## src/hdlc_rx_status_pkg.sv

```systemverilog
/*
 * Constants, field layouts and carrier types of the channel 3 receive
 * frame status block. Assumes one 40 MHz clock and an AXI4-Lite master.
 */
// What this block does
// RQ1 - A frame whose bit length is not a multiple of eight is invalid.
// RQ2 - Sixteen-bit address mode: minimum 4 bytes without CRC option, 3 with it.
// RQ3 - Eight-bit address mode: minimum 3 bytes without CRC option, 2 with it.
// RQ4 - Frames below the applicable minimum length produce no status report.
// RQ5 - Overflow during the frame sets its status bit and a maskable interrupt.
// RQ6 - CRC result bit per frame: 0 check failed, 1 check passed.
// RQ7 - Validity bit per frame: 1 valid, 0 invalid.
// RQ8 - Aborted bit set when the frame ended in an abort sequence.
package hdlc_rx_status_pkg;

   // ****************************************
   // Register map and bus answers
   // ****************************************
   localparam logic [7:0] CTRL_OFFSET   = 8'h00;
   localparam logic [7:0] STATUS_OFFSET = 8'h04;
   localparam logic [7:0] LENGTH_OFFSET = 8'h08;
   localparam logic [1:0] RESP_OKAY     = 2'h0;
   localparam logic [1:0] RESP_DECERR   = 2'h3;
   localparam int         REPORT_BIT    = 8;

   // ****************************************
   // Modes and minimum lengths in bytes
   // ****************************************
   localparam logic [2:0] MODE_ADDR16     = 3'h3;
   localparam logic [2:0] MODE_ADDR8      = 3'h2;
   localparam int         MIN16_NO_CRC    = 4;
   localparam int         MIN16_CRC       = 3;
   localparam int         MIN8_NO_CRC     = 3;
   localparam int         MIN8_CRC        = 2;
   localparam int         MIN_OTHER       = 1;
   localparam int         BITS_PER_BYTE   = 8;
   localparam int         BYTE_SHIFT      = 3;

   // ****************************************
   // Carrier types
   // ****************************************
   typedef struct packed {
      logic       overflow_irq_mask;
      logic       rx_crc_option_ch3;
      logic [2:0] addr_mode_sel_ch3;
   } ctrl_t;

   typedef struct packed {
      logic frame_valid_flag_ch3;
      logic rx_overflow_flag_ch3;
      logic crc_ok_flag_ch3;
      logic rx_aborted_flag_ch3;
   } frame_status_t;

   typedef struct packed {
      logic frame_start;
      logic rx_bit_strobe;
      logic frame_close;
      logic frame_abort;
      logic rx_overflow_pulse;
      logic crc_pass;
   } frame_events_t;

   typedef enum logic [0:0] {
      ST_IDLE    = 1'b0,
      ST_RECEIVE = 1'b1
   } frame_state_t;

   localparam ctrl_t         CTRL_RESET   = 5'h00;
   localparam frame_status_t STATUS_RESET = 4'h0;

endpackage : hdlc_rx_status_pkg

```

## src/hdlc_rx_frame_status_ch3.sv

```systemverilog
/*
 * Channel 3 receive frame status evaluation with AXI4-Lite registers.
 * Assumes the bit engine delivers frame events synchronous to aclk.
 */
module hdlc_rx_frame_status_ch3
#(
   parameter int CNT_W = 16
)
(
   input  wire logic                               aclk,
   input  wire logic                               aresetn,
   input  wire hdlc_rx_status_pkg::frame_events_t  events,
   output      hdlc_rx_status_pkg::frame_status_t  frame_status,
   output      logic                               status_strobe,
   output      logic                               overflow_irq,
   input  wire logic [7:0]                         awaddr,
   input  wire logic                               awvalid,
   output      logic                               awready,
   input  wire logic [31:0]                        wdata,
   input  wire logic [3:0]                         wstrb,
   input  wire logic                               wvalid,
   output      logic                               wready,
   output      logic [1:0]                         bresp,
   output      logic                               bvalid,
   input  wire logic                               bready,
   input  wire logic [7:0]                         araddr,
   input  wire logic                               arvalid,
   output      logic                               arready,
   output      logic [31:0]                        rdata,
   output      logic [1:0]                         rresp,
   output      logic                               rvalid,
   input  wire logic                               rready
);

   // ****************************************
   // Frame evaluation state
   // ****************************************
   hdlc_rx_status_pkg::frame_state_t  state;
   hdlc_rx_status_pkg::frame_state_t  next_state;
   logic [CNT_W-1:0]                  bit_count;
   logic [CNT_W-1:0]                  next_bit_count;
   logic                              overflow_seen;
   logic                              next_overflow_seen;
   hdlc_rx_status_pkg::frame_status_t next_frame_status;
   logic                              next_status_strobe;
   logic                              next_overflow_irq;
   logic [CNT_W-1:0]                  last_length;
   logic [CNT_W-1:0]                  next_last_length;
   logic                              report_flag;
   logic                              next_report_flag;
   hdlc_rx_status_pkg::ctrl_t         ctrl;
   logic [CNT_W-1:0]                  byte_count;
   logic [CNT_W-1:0]                  min_bytes;
   logic                              aligned;
   logic                              too_short;
   logic                              frame_end;
   logic                              status_read;

   assign byte_count = bit_count >> hdlc_rx_status_pkg::BYTE_SHIFT;
   assign frame_end  = (state == hdlc_rx_status_pkg::ST_RECEIVE)
                       && (events.frame_close || events.frame_abort);

   always_comb
   begin
      unique case (ctrl.addr_mode_sel_ch3)
         // RQ2 sixteen-bit minimum
         hdlc_rx_status_pkg::MODE_ADDR16:
            min_bytes = ctrl.rx_crc_option_ch3 ? CNT_W'(hdlc_rx_status_pkg::MIN16_CRC)
                                               : CNT_W'(hdlc_rx_status_pkg::MIN16_NO_CRC);
         // RQ3 eight-bit minimum
         hdlc_rx_status_pkg::MODE_ADDR8:
            min_bytes = ctrl.rx_crc_option_ch3 ? CNT_W'(hdlc_rx_status_pkg::MIN8_CRC)
                                               : CNT_W'(hdlc_rx_status_pkg::MIN8_NO_CRC);
         default:
            min_bytes = CNT_W'(hdlc_rx_status_pkg::MIN_OTHER);
      endcase
   end

   // RQ1 whole byte check
   assign aligned   = (bit_count % CNT_W'(hdlc_rx_status_pkg::BITS_PER_BYTE)) == '0;
   assign too_short = byte_count < min_bytes;

   always_comb
   begin
      next_state         = state;
      next_bit_count     = bit_count;
      next_overflow_seen = overflow_seen;
      next_frame_status  = frame_status;
      next_status_strobe = 1'b0;
      next_overflow_irq  = 1'b0;
      next_last_length   = last_length;
      next_report_flag   = report_flag && !status_read;
      unique case (state)
         hdlc_rx_status_pkg::ST_IDLE:
         begin
            if (events.frame_start)
            begin
               next_state         = hdlc_rx_status_pkg::ST_RECEIVE;
               next_bit_count     = '0;
               next_overflow_seen = 1'b0;
            end
         end
         hdlc_rx_status_pkg::ST_RECEIVE:
         begin
            if (events.rx_bit_strobe && bit_count != '1)
            begin
               next_bit_count = bit_count + CNT_W'(1);
            end
            if (events.rx_overflow_pulse)
            begin
               next_overflow_seen = 1'b1;
            end
            if (frame_end)
            begin
               next_state = hdlc_rx_status_pkg::ST_IDLE;
               // RQ4 suppress short frames
               if (!too_short)
               begin
                  // RQ7 validity bit
                  next_frame_status.frame_valid_flag_ch3 = aligned;
                  // RQ5 overflow bit
                  next_frame_status.rx_overflow_flag_ch3 = overflow_seen || events.rx_overflow_pulse;
                  // RQ6 CRC result
                  next_frame_status.crc_ok_flag_ch3      = events.crc_pass;
                  // RQ8 abort bit
                  next_frame_status.rx_aborted_flag_ch3  = events.frame_abort;
                  next_status_strobe = 1'b1;
                  next_last_length   = bit_count;
                  // Set wins over read clear
                  next_report_flag   = 1'b1;
                  // RQ5 maskable interrupt
                  next_overflow_irq  = (overflow_seen || events.rx_overflow_pulse)
                                       && !ctrl.overflow_irq_mask;
               end
            end
         end
      endcase
   end

   always_ff @(posedge aclk)
   begin
      if (!aresetn)
      begin
         state         <= hdlc_rx_status_pkg::ST_IDLE;
         bit_count     <= '0;
         overflow_seen <= 1'b0;
         frame_status  <= hdlc_rx_status_pkg::STATUS_RESET;
         status_strobe <= 1'b0;
         overflow_irq  <= 1'b0;
         last_length   <= '0;
         report_flag   <= 1'b0;
      end
      else
      begin
         state         <= next_state;
         bit_count     <= next_bit_count;
         overflow_seen <= next_overflow_seen;
         frame_status  <= next_frame_status;
         status_strobe <= next_status_strobe;
         overflow_irq  <= next_overflow_irq;
         last_length   <= next_last_length;
         report_flag   <= next_report_flag;
      end
   end

   // ****************************************
   // AXI4-Lite slave
   // ****************************************
   logic                      aw_held;
   logic                      next_aw_held;
   logic [7:0]                aw_addr;
   logic [7:0]                next_aw_addr;
   logic                      w_held;
   logic                      next_w_held;
   logic [31:0]               w_data;
   logic [31:0]               next_w_data;
   logic [3:0]                w_strb;
   logic [3:0]                next_w_strb;
   logic                      next_bvalid;
   logic [1:0]                next_bresp;
   logic                      next_awready;
   logic                      next_wready;
   logic                      next_arready;
   logic                      next_rvalid;
   logic [31:0]               next_rdata;
   logic [1:0]                next_rresp;
   hdlc_rx_status_pkg::ctrl_t next_ctrl;
   logic                      do_write;
   logic                      ar_take;

   assign do_write    = aw_held && w_held && !bvalid;
   assign ar_take     = arvalid && arready;
   assign status_read = ar_take && araddr == hdlc_rx_status_pkg::STATUS_OFFSET;

   always_comb
   begin
      next_aw_held = aw_held;
      next_aw_addr = aw_addr;
      next_w_held  = w_held;
      next_w_data  = w_data;
      next_w_strb  = w_strb;
      next_bvalid  = bvalid && !bready;
      next_bresp   = bresp;
      next_ctrl    = ctrl;
      next_rvalid  = rvalid && !rready;
      next_rdata   = rdata;
      next_rresp   = rresp;
      if (awvalid && awready)
      begin
         next_aw_held = 1'b1;
         next_aw_addr = awaddr;
      end
      if (wvalid && wready)
      begin
         next_w_held = 1'b1;
         next_w_data = wdata;
         next_w_strb = wstrb;
      end
      if (do_write)
      begin
         next_aw_held = 1'b0;
         next_w_held  = 1'b0;
         next_bvalid  = 1'b1;
         next_bresp   = hdlc_rx_status_pkg::RESP_OKAY;
         unique case (aw_addr)
            hdlc_rx_status_pkg::CTRL_OFFSET:
            begin
               if (w_strb[0])
               begin
                  next_ctrl = w_data[$bits(hdlc_rx_status_pkg::ctrl_t)-1:0];
               end
            end
            hdlc_rx_status_pkg::STATUS_OFFSET,
            hdlc_rx_status_pkg::LENGTH_OFFSET:
            begin
               next_bresp = hdlc_rx_status_pkg::RESP_OKAY;
            end
            default:
               next_bresp = hdlc_rx_status_pkg::RESP_DECERR;
         endcase
      end
      if (ar_take)
      begin
         next_rvalid = 1'b1;
         next_rdata  = '0;
         next_rresp  = hdlc_rx_status_pkg::RESP_OKAY;
         unique case (araddr)
            hdlc_rx_status_pkg::CTRL_OFFSET:
               next_rdata[$bits(hdlc_rx_status_pkg::ctrl_t)-1:0] = ctrl;
            hdlc_rx_status_pkg::STATUS_OFFSET:
            begin
               next_rdata[$bits(hdlc_rx_status_pkg::frame_status_t)-1:0] = frame_status;
               next_rdata[hdlc_rx_status_pkg::REPORT_BIT]                = report_flag;
            end
            hdlc_rx_status_pkg::LENGTH_OFFSET:
               next_rdata[CNT_W-1:0] = last_length;
            default:
               next_rresp = hdlc_rx_status_pkg::RESP_DECERR;
         endcase
      end
      next_awready = !next_aw_held;
      next_wready  = !next_w_held;
      next_arready = !next_rvalid;
   end

   always_ff @(posedge aclk)
   begin
      if (!aresetn)
      begin
         aw_held <= 1'b0;
         aw_addr <= 8'h00;
         w_held  <= 1'b0;
         w_data  <= 32'h0000_0000;
         w_strb  <= 4'h0;
         bvalid  <= 1'b0;
         bresp   <= hdlc_rx_status_pkg::RESP_OKAY;
         awready <= 1'b0;
         wready  <= 1'b0;
         arready <= 1'b0;
         rvalid  <= 1'b0;
         rdata   <= 32'h0000_0000;
         rresp   <= hdlc_rx_status_pkg::RESP_OKAY;
         ctrl    <= hdlc_rx_status_pkg::CTRL_RESET;
      end
      else
      begin
         aw_held <= next_aw_held;
         aw_addr <= next_aw_addr;
         w_held  <= next_w_held;
         w_data  <= next_w_data;
         w_strb  <= next_w_strb;
         bvalid  <= next_bvalid;
         bresp   <= next_bresp;
         awready <= next_awready;
         wready  <= next_wready;
         arready <= next_arready;
         rvalid  <= next_rvalid;
         rdata   <= next_rdata;
         rresp   <= next_rresp;
         ctrl    <= next_ctrl;
      end
   end

endmodule : hdlc_rx_frame_status_ch3

```

## config.mk

```make
export PLATFORM = sky130hd
export DESIGN_NAME = hdlc_rx_frame_status_ch3
export DESIGN_NICKNAME = d
export VERILOG_FILES = /design/src/hdlc_rx_status_pkg.sv /design/src/hdlc_rx_frame_status_ch3.sv
export SDC_FILE = /design/constraint.sdc
export NUM_CORES = 1
export LEC_CHECK = 0
export CORE_MARGIN = 3
export CORE_UTILIZATION = 30
export CTS_CLUSTER_SIZE = 12
export DETAILED_ROUTE_END_ITERATION = 8
export DONT_BUFFER_PORTS = 1
export MAX_ROUTING_LAYER = met4
export PLACE_DENSITY_LB_ADDON = 0.12
export SLEW_MARGIN = 20
export SYNTH_ARGS = -nofsm -noshare
export SYNTH_HDL_FRONTEND = slang
export SYNTH_SLANG_ARGS = --single-unit
```

## constraint.sdc

```tcl
create_clock -name aclk -period 4.78 [get_ports aclk]
set_clock_uncertainty 0.05 [all_clocks]
set_input_delay 0.478 -clock aclk [delete_from_list [all_inputs] [get_ports aclk]]
set_output_delay 0.478 -clock aclk [all_outputs]
set_load 0.005 [all_outputs]
```

==> flow_summary.json <==
{
  "most-common-layout-cells": "dfxtp_1 (85), nand2_1 (77), nor2_1 (40)",
  "synth_ff_type": "dfxtp_1",
  "hold_viol_final": 0,
  "cts_setup_buffers": 0,
  "internal_power_w": 0.00111,
  "area.sequential_um2": 1700,
  "vias": 2928,
  "min_path_type": "input port to flip-flop",
  "portBuffers": 0,
  "power_switching_w": 0.000317,
  "synth-seq-area-share": 0.450,
  "postRouteAntennaNets": 0,
  "rows": 40,
  "drive_above_1_share": 0.0606,
  "root_buffer": "clkbuf_16",
  "path_max_fanout": 22,
  "clockPowerShare": 0.450,
  "end_kind": "flip-flop",
  "area_growth_pct": 7.72,
  "crit_required_ns": 4.95,
  "die_x_um": 118,
  "max_freq_ghz": 0.427,
  "cts_max_level": 3,
  "status": "complete, no violations",
  "grt_usage": 0.136,
  "die_h_um": 118,
  "antenna_found_initial": 0,
  "nets": 495,
  "worst_slew_pin_slew_ns": 0.968,
  "tritoncts": "yes",
  "yosysWarningCount": 0,
  "io_pins": 112,
  "hpwl_mm": 6.26,
  "fill_cells": 1282,
  "drv_slew": 0,
  "clock_sinks": 85,
  "grt_pass1_wl_mm": 14.8,
  "synth_cells": 442,
  "p_seq_frac": 0.513,
  "synth_edf_count": 0,
  "async_flop_share": 0,
  "pwr-share-comb": 0.037,
  "ys_ff_latch": 85,
  "place_ws_ns": 2.37,
  "setup_tns_ns": 0,
  "start_util": 0.311,
  "p_per_area_nw_per_um2": 351,
  "rsz0062_at_grt": "no",
  "grt_max_degree": 55,
  "worstSetupPathType": "flip-flop to flip-flop",
  "cts_buffers": 9,
  "netlist_area_um2": 3780,
  "finalWirelength_mm": 9.02,
  "start_kind": "flip-flop",
  "grt_pass1_vias": 2836,
  "cts_hold_buf": 0,
  "gr-total-overflow": 0,
  "wl_per_cell_um": 15.1,
  "cts_buffer_depth": 2,
  "period_share": 0.490,
  "via_per_inst": 4.90,
  "dr.pass1.iters": 4,
  "n_antenna_cell": 0,
  "setup_viol_count_final": 0,
  "dieArea_um2": 14000,
  "p_leak_nw": 1.42,
  "final_common_cell": "dfxtp_1",
  "synth_cell_types": 49,
  "drt_iter0_drc": 148,
  "maxCapViolCount": 0,
  "clkSlewWorstSetupHoldPaths_ns": 0.06,
  "multi_input_area_um2": 1850,
  "relSlewSlack": 0.338,
  "core_um2": 12200,
  "post_cts_resized": 0,
  "drc": 0,
  "irDropWorstVdd_uv": 134,
  "switching_share": 0.222,
  "gp_congestion": 0.766,
  "clk_latency_ns": 0.34,
  "cp.arrival_ns": 2.52,
  "setup_slack_ns": 2.44,
  "avgSynthCellArea_um2": 8.55,
  "period_minus_slack_ns": 2.34
}
layer usage:
layer | up-vias | global-route usage | routed length (um)
met4 | 0 | 0.0484 | 146
li1 | 1491 | - | -
met3 | 12 | 0.0478 | 505
met2 | 70 | 0.193 | 3920
met1 | 1355 | 0.178 | 4450
met5 | - | - | 0
power groups by stage:
stage / Clock, W / Sequential, W / Combinational, W
2_1_floorplan: 0 / 0.000743 / 0.0000664
3_3_place_gp: 0 / 0.000749 / 0.0000526
3_5_place_dp: 0 / 0.000749 / 0.0000534
4_1_cts: 0.000670 / 0.000733 / 0.0000536
5_1_grt: 0.000694 / 0.000735 / 0.0000605
6_report: 0.000644 / 0.000733 / 0.0000527
layout make-up:
cell class / count / share of cell area
Inverter: 6 / 0.00553
Clock buffer: 13 / 0.0639
Multi-Input combinational cell: 321 / 0.453
Timing Repair Buffer: 3 / 0.00553
Sequential cell: 85 / 0.418
Tap cell: 168 / 0.0516
Clock inverter: 1 / 0.00184
cells by family (layout without fill, tap and decap cells):
kind of cell               Yosys count  count (layout)  share of synthesized area
AOI/OAI and AO/OA                   78              78                      0.130
xor gates and xnor gates             4               4                    0.00927
adders and majority gates            4               4                     0.0132
buffers and inverters               51              23                     0.0775
DFF                                 85              85                      0.450
muxes                               31              31                     0.0834
other                                1              16                   0.000992
and+or+nand+nor                    188             188                      0.235
stage by stage:
step	utilization	instances	cell area, um2	total power (W)	hold WS, ns
after floorplan	-	457	3830	0.000809	0.370
after global placement	0.313	583	3800	0.000802	0.393
after detailed placement	0.313	583	3800	0.000803	0.396
after CTS	0.335	597	4070	0.00146	0.212
after global routing	0.335	597	4070	0.00149	0.209
final	0.335	597	4070	0.00143	0.232
Yosys cell counts (4+ instances only):
cell type | number | area, um2
nor2_1 | 40 | 150
o21ai_0 | 19 | 95.1
buf_2 | 4 | 20.0
dfxtp_1 | 85 | 1700
nand3_1 | 23 | 115
nand4_1 | 7 | 43.8
a32o_1 | 4 | 40.0
a22oi_1 | 11 | 82.6
a21oi_1 | 26 | 130
a31oi_1 | 5 | 31.3
mux2i_1 | 30 | 300
ha_1 | 4 | 50.1
clkbuf_1 | 17 | 63.8
nor4_1 | 7 | 43.8
nor3_1 | 7 | 35.0
nand2_1 | 77 | 289
buf_4 | 23 | 173
inv_1 | 5 | 18.8
worst paths after layout:
kind	startpoint	to	slack, ns	cells past startpoint
hold reg to reg	aw_addr[4]	aw_addr[4]	0.40	2
setup / recovery	ctrl[1]	overflow_irq	2.44	9
hold / removal	events[0]	frame_status[1]	0.23	2
setup reg to reg	ctrl[1]	overflow_irq	2.44	9
sequential cells by signal, summed over array words and instances (netlist names), 4 cells and up:
register	count
aw_addr	8
frame_status	4
last_length	16
bit_count	16
rdata	16
ctrl	5
w_data	5
critical path, stage by stage, from the launching register on:
cell and delay, ns:
dfxtp_1 0.35, nor2b_1 0.25, nand3b_1 0.12, ha_1 0.31, nand2_1 0.07, nand4_1 0.10
a31oi_1 0.09, nor3b_2 0.20, buf_4 0.36, nor4b_1 0.33
(Power assumes the default switching activity.)
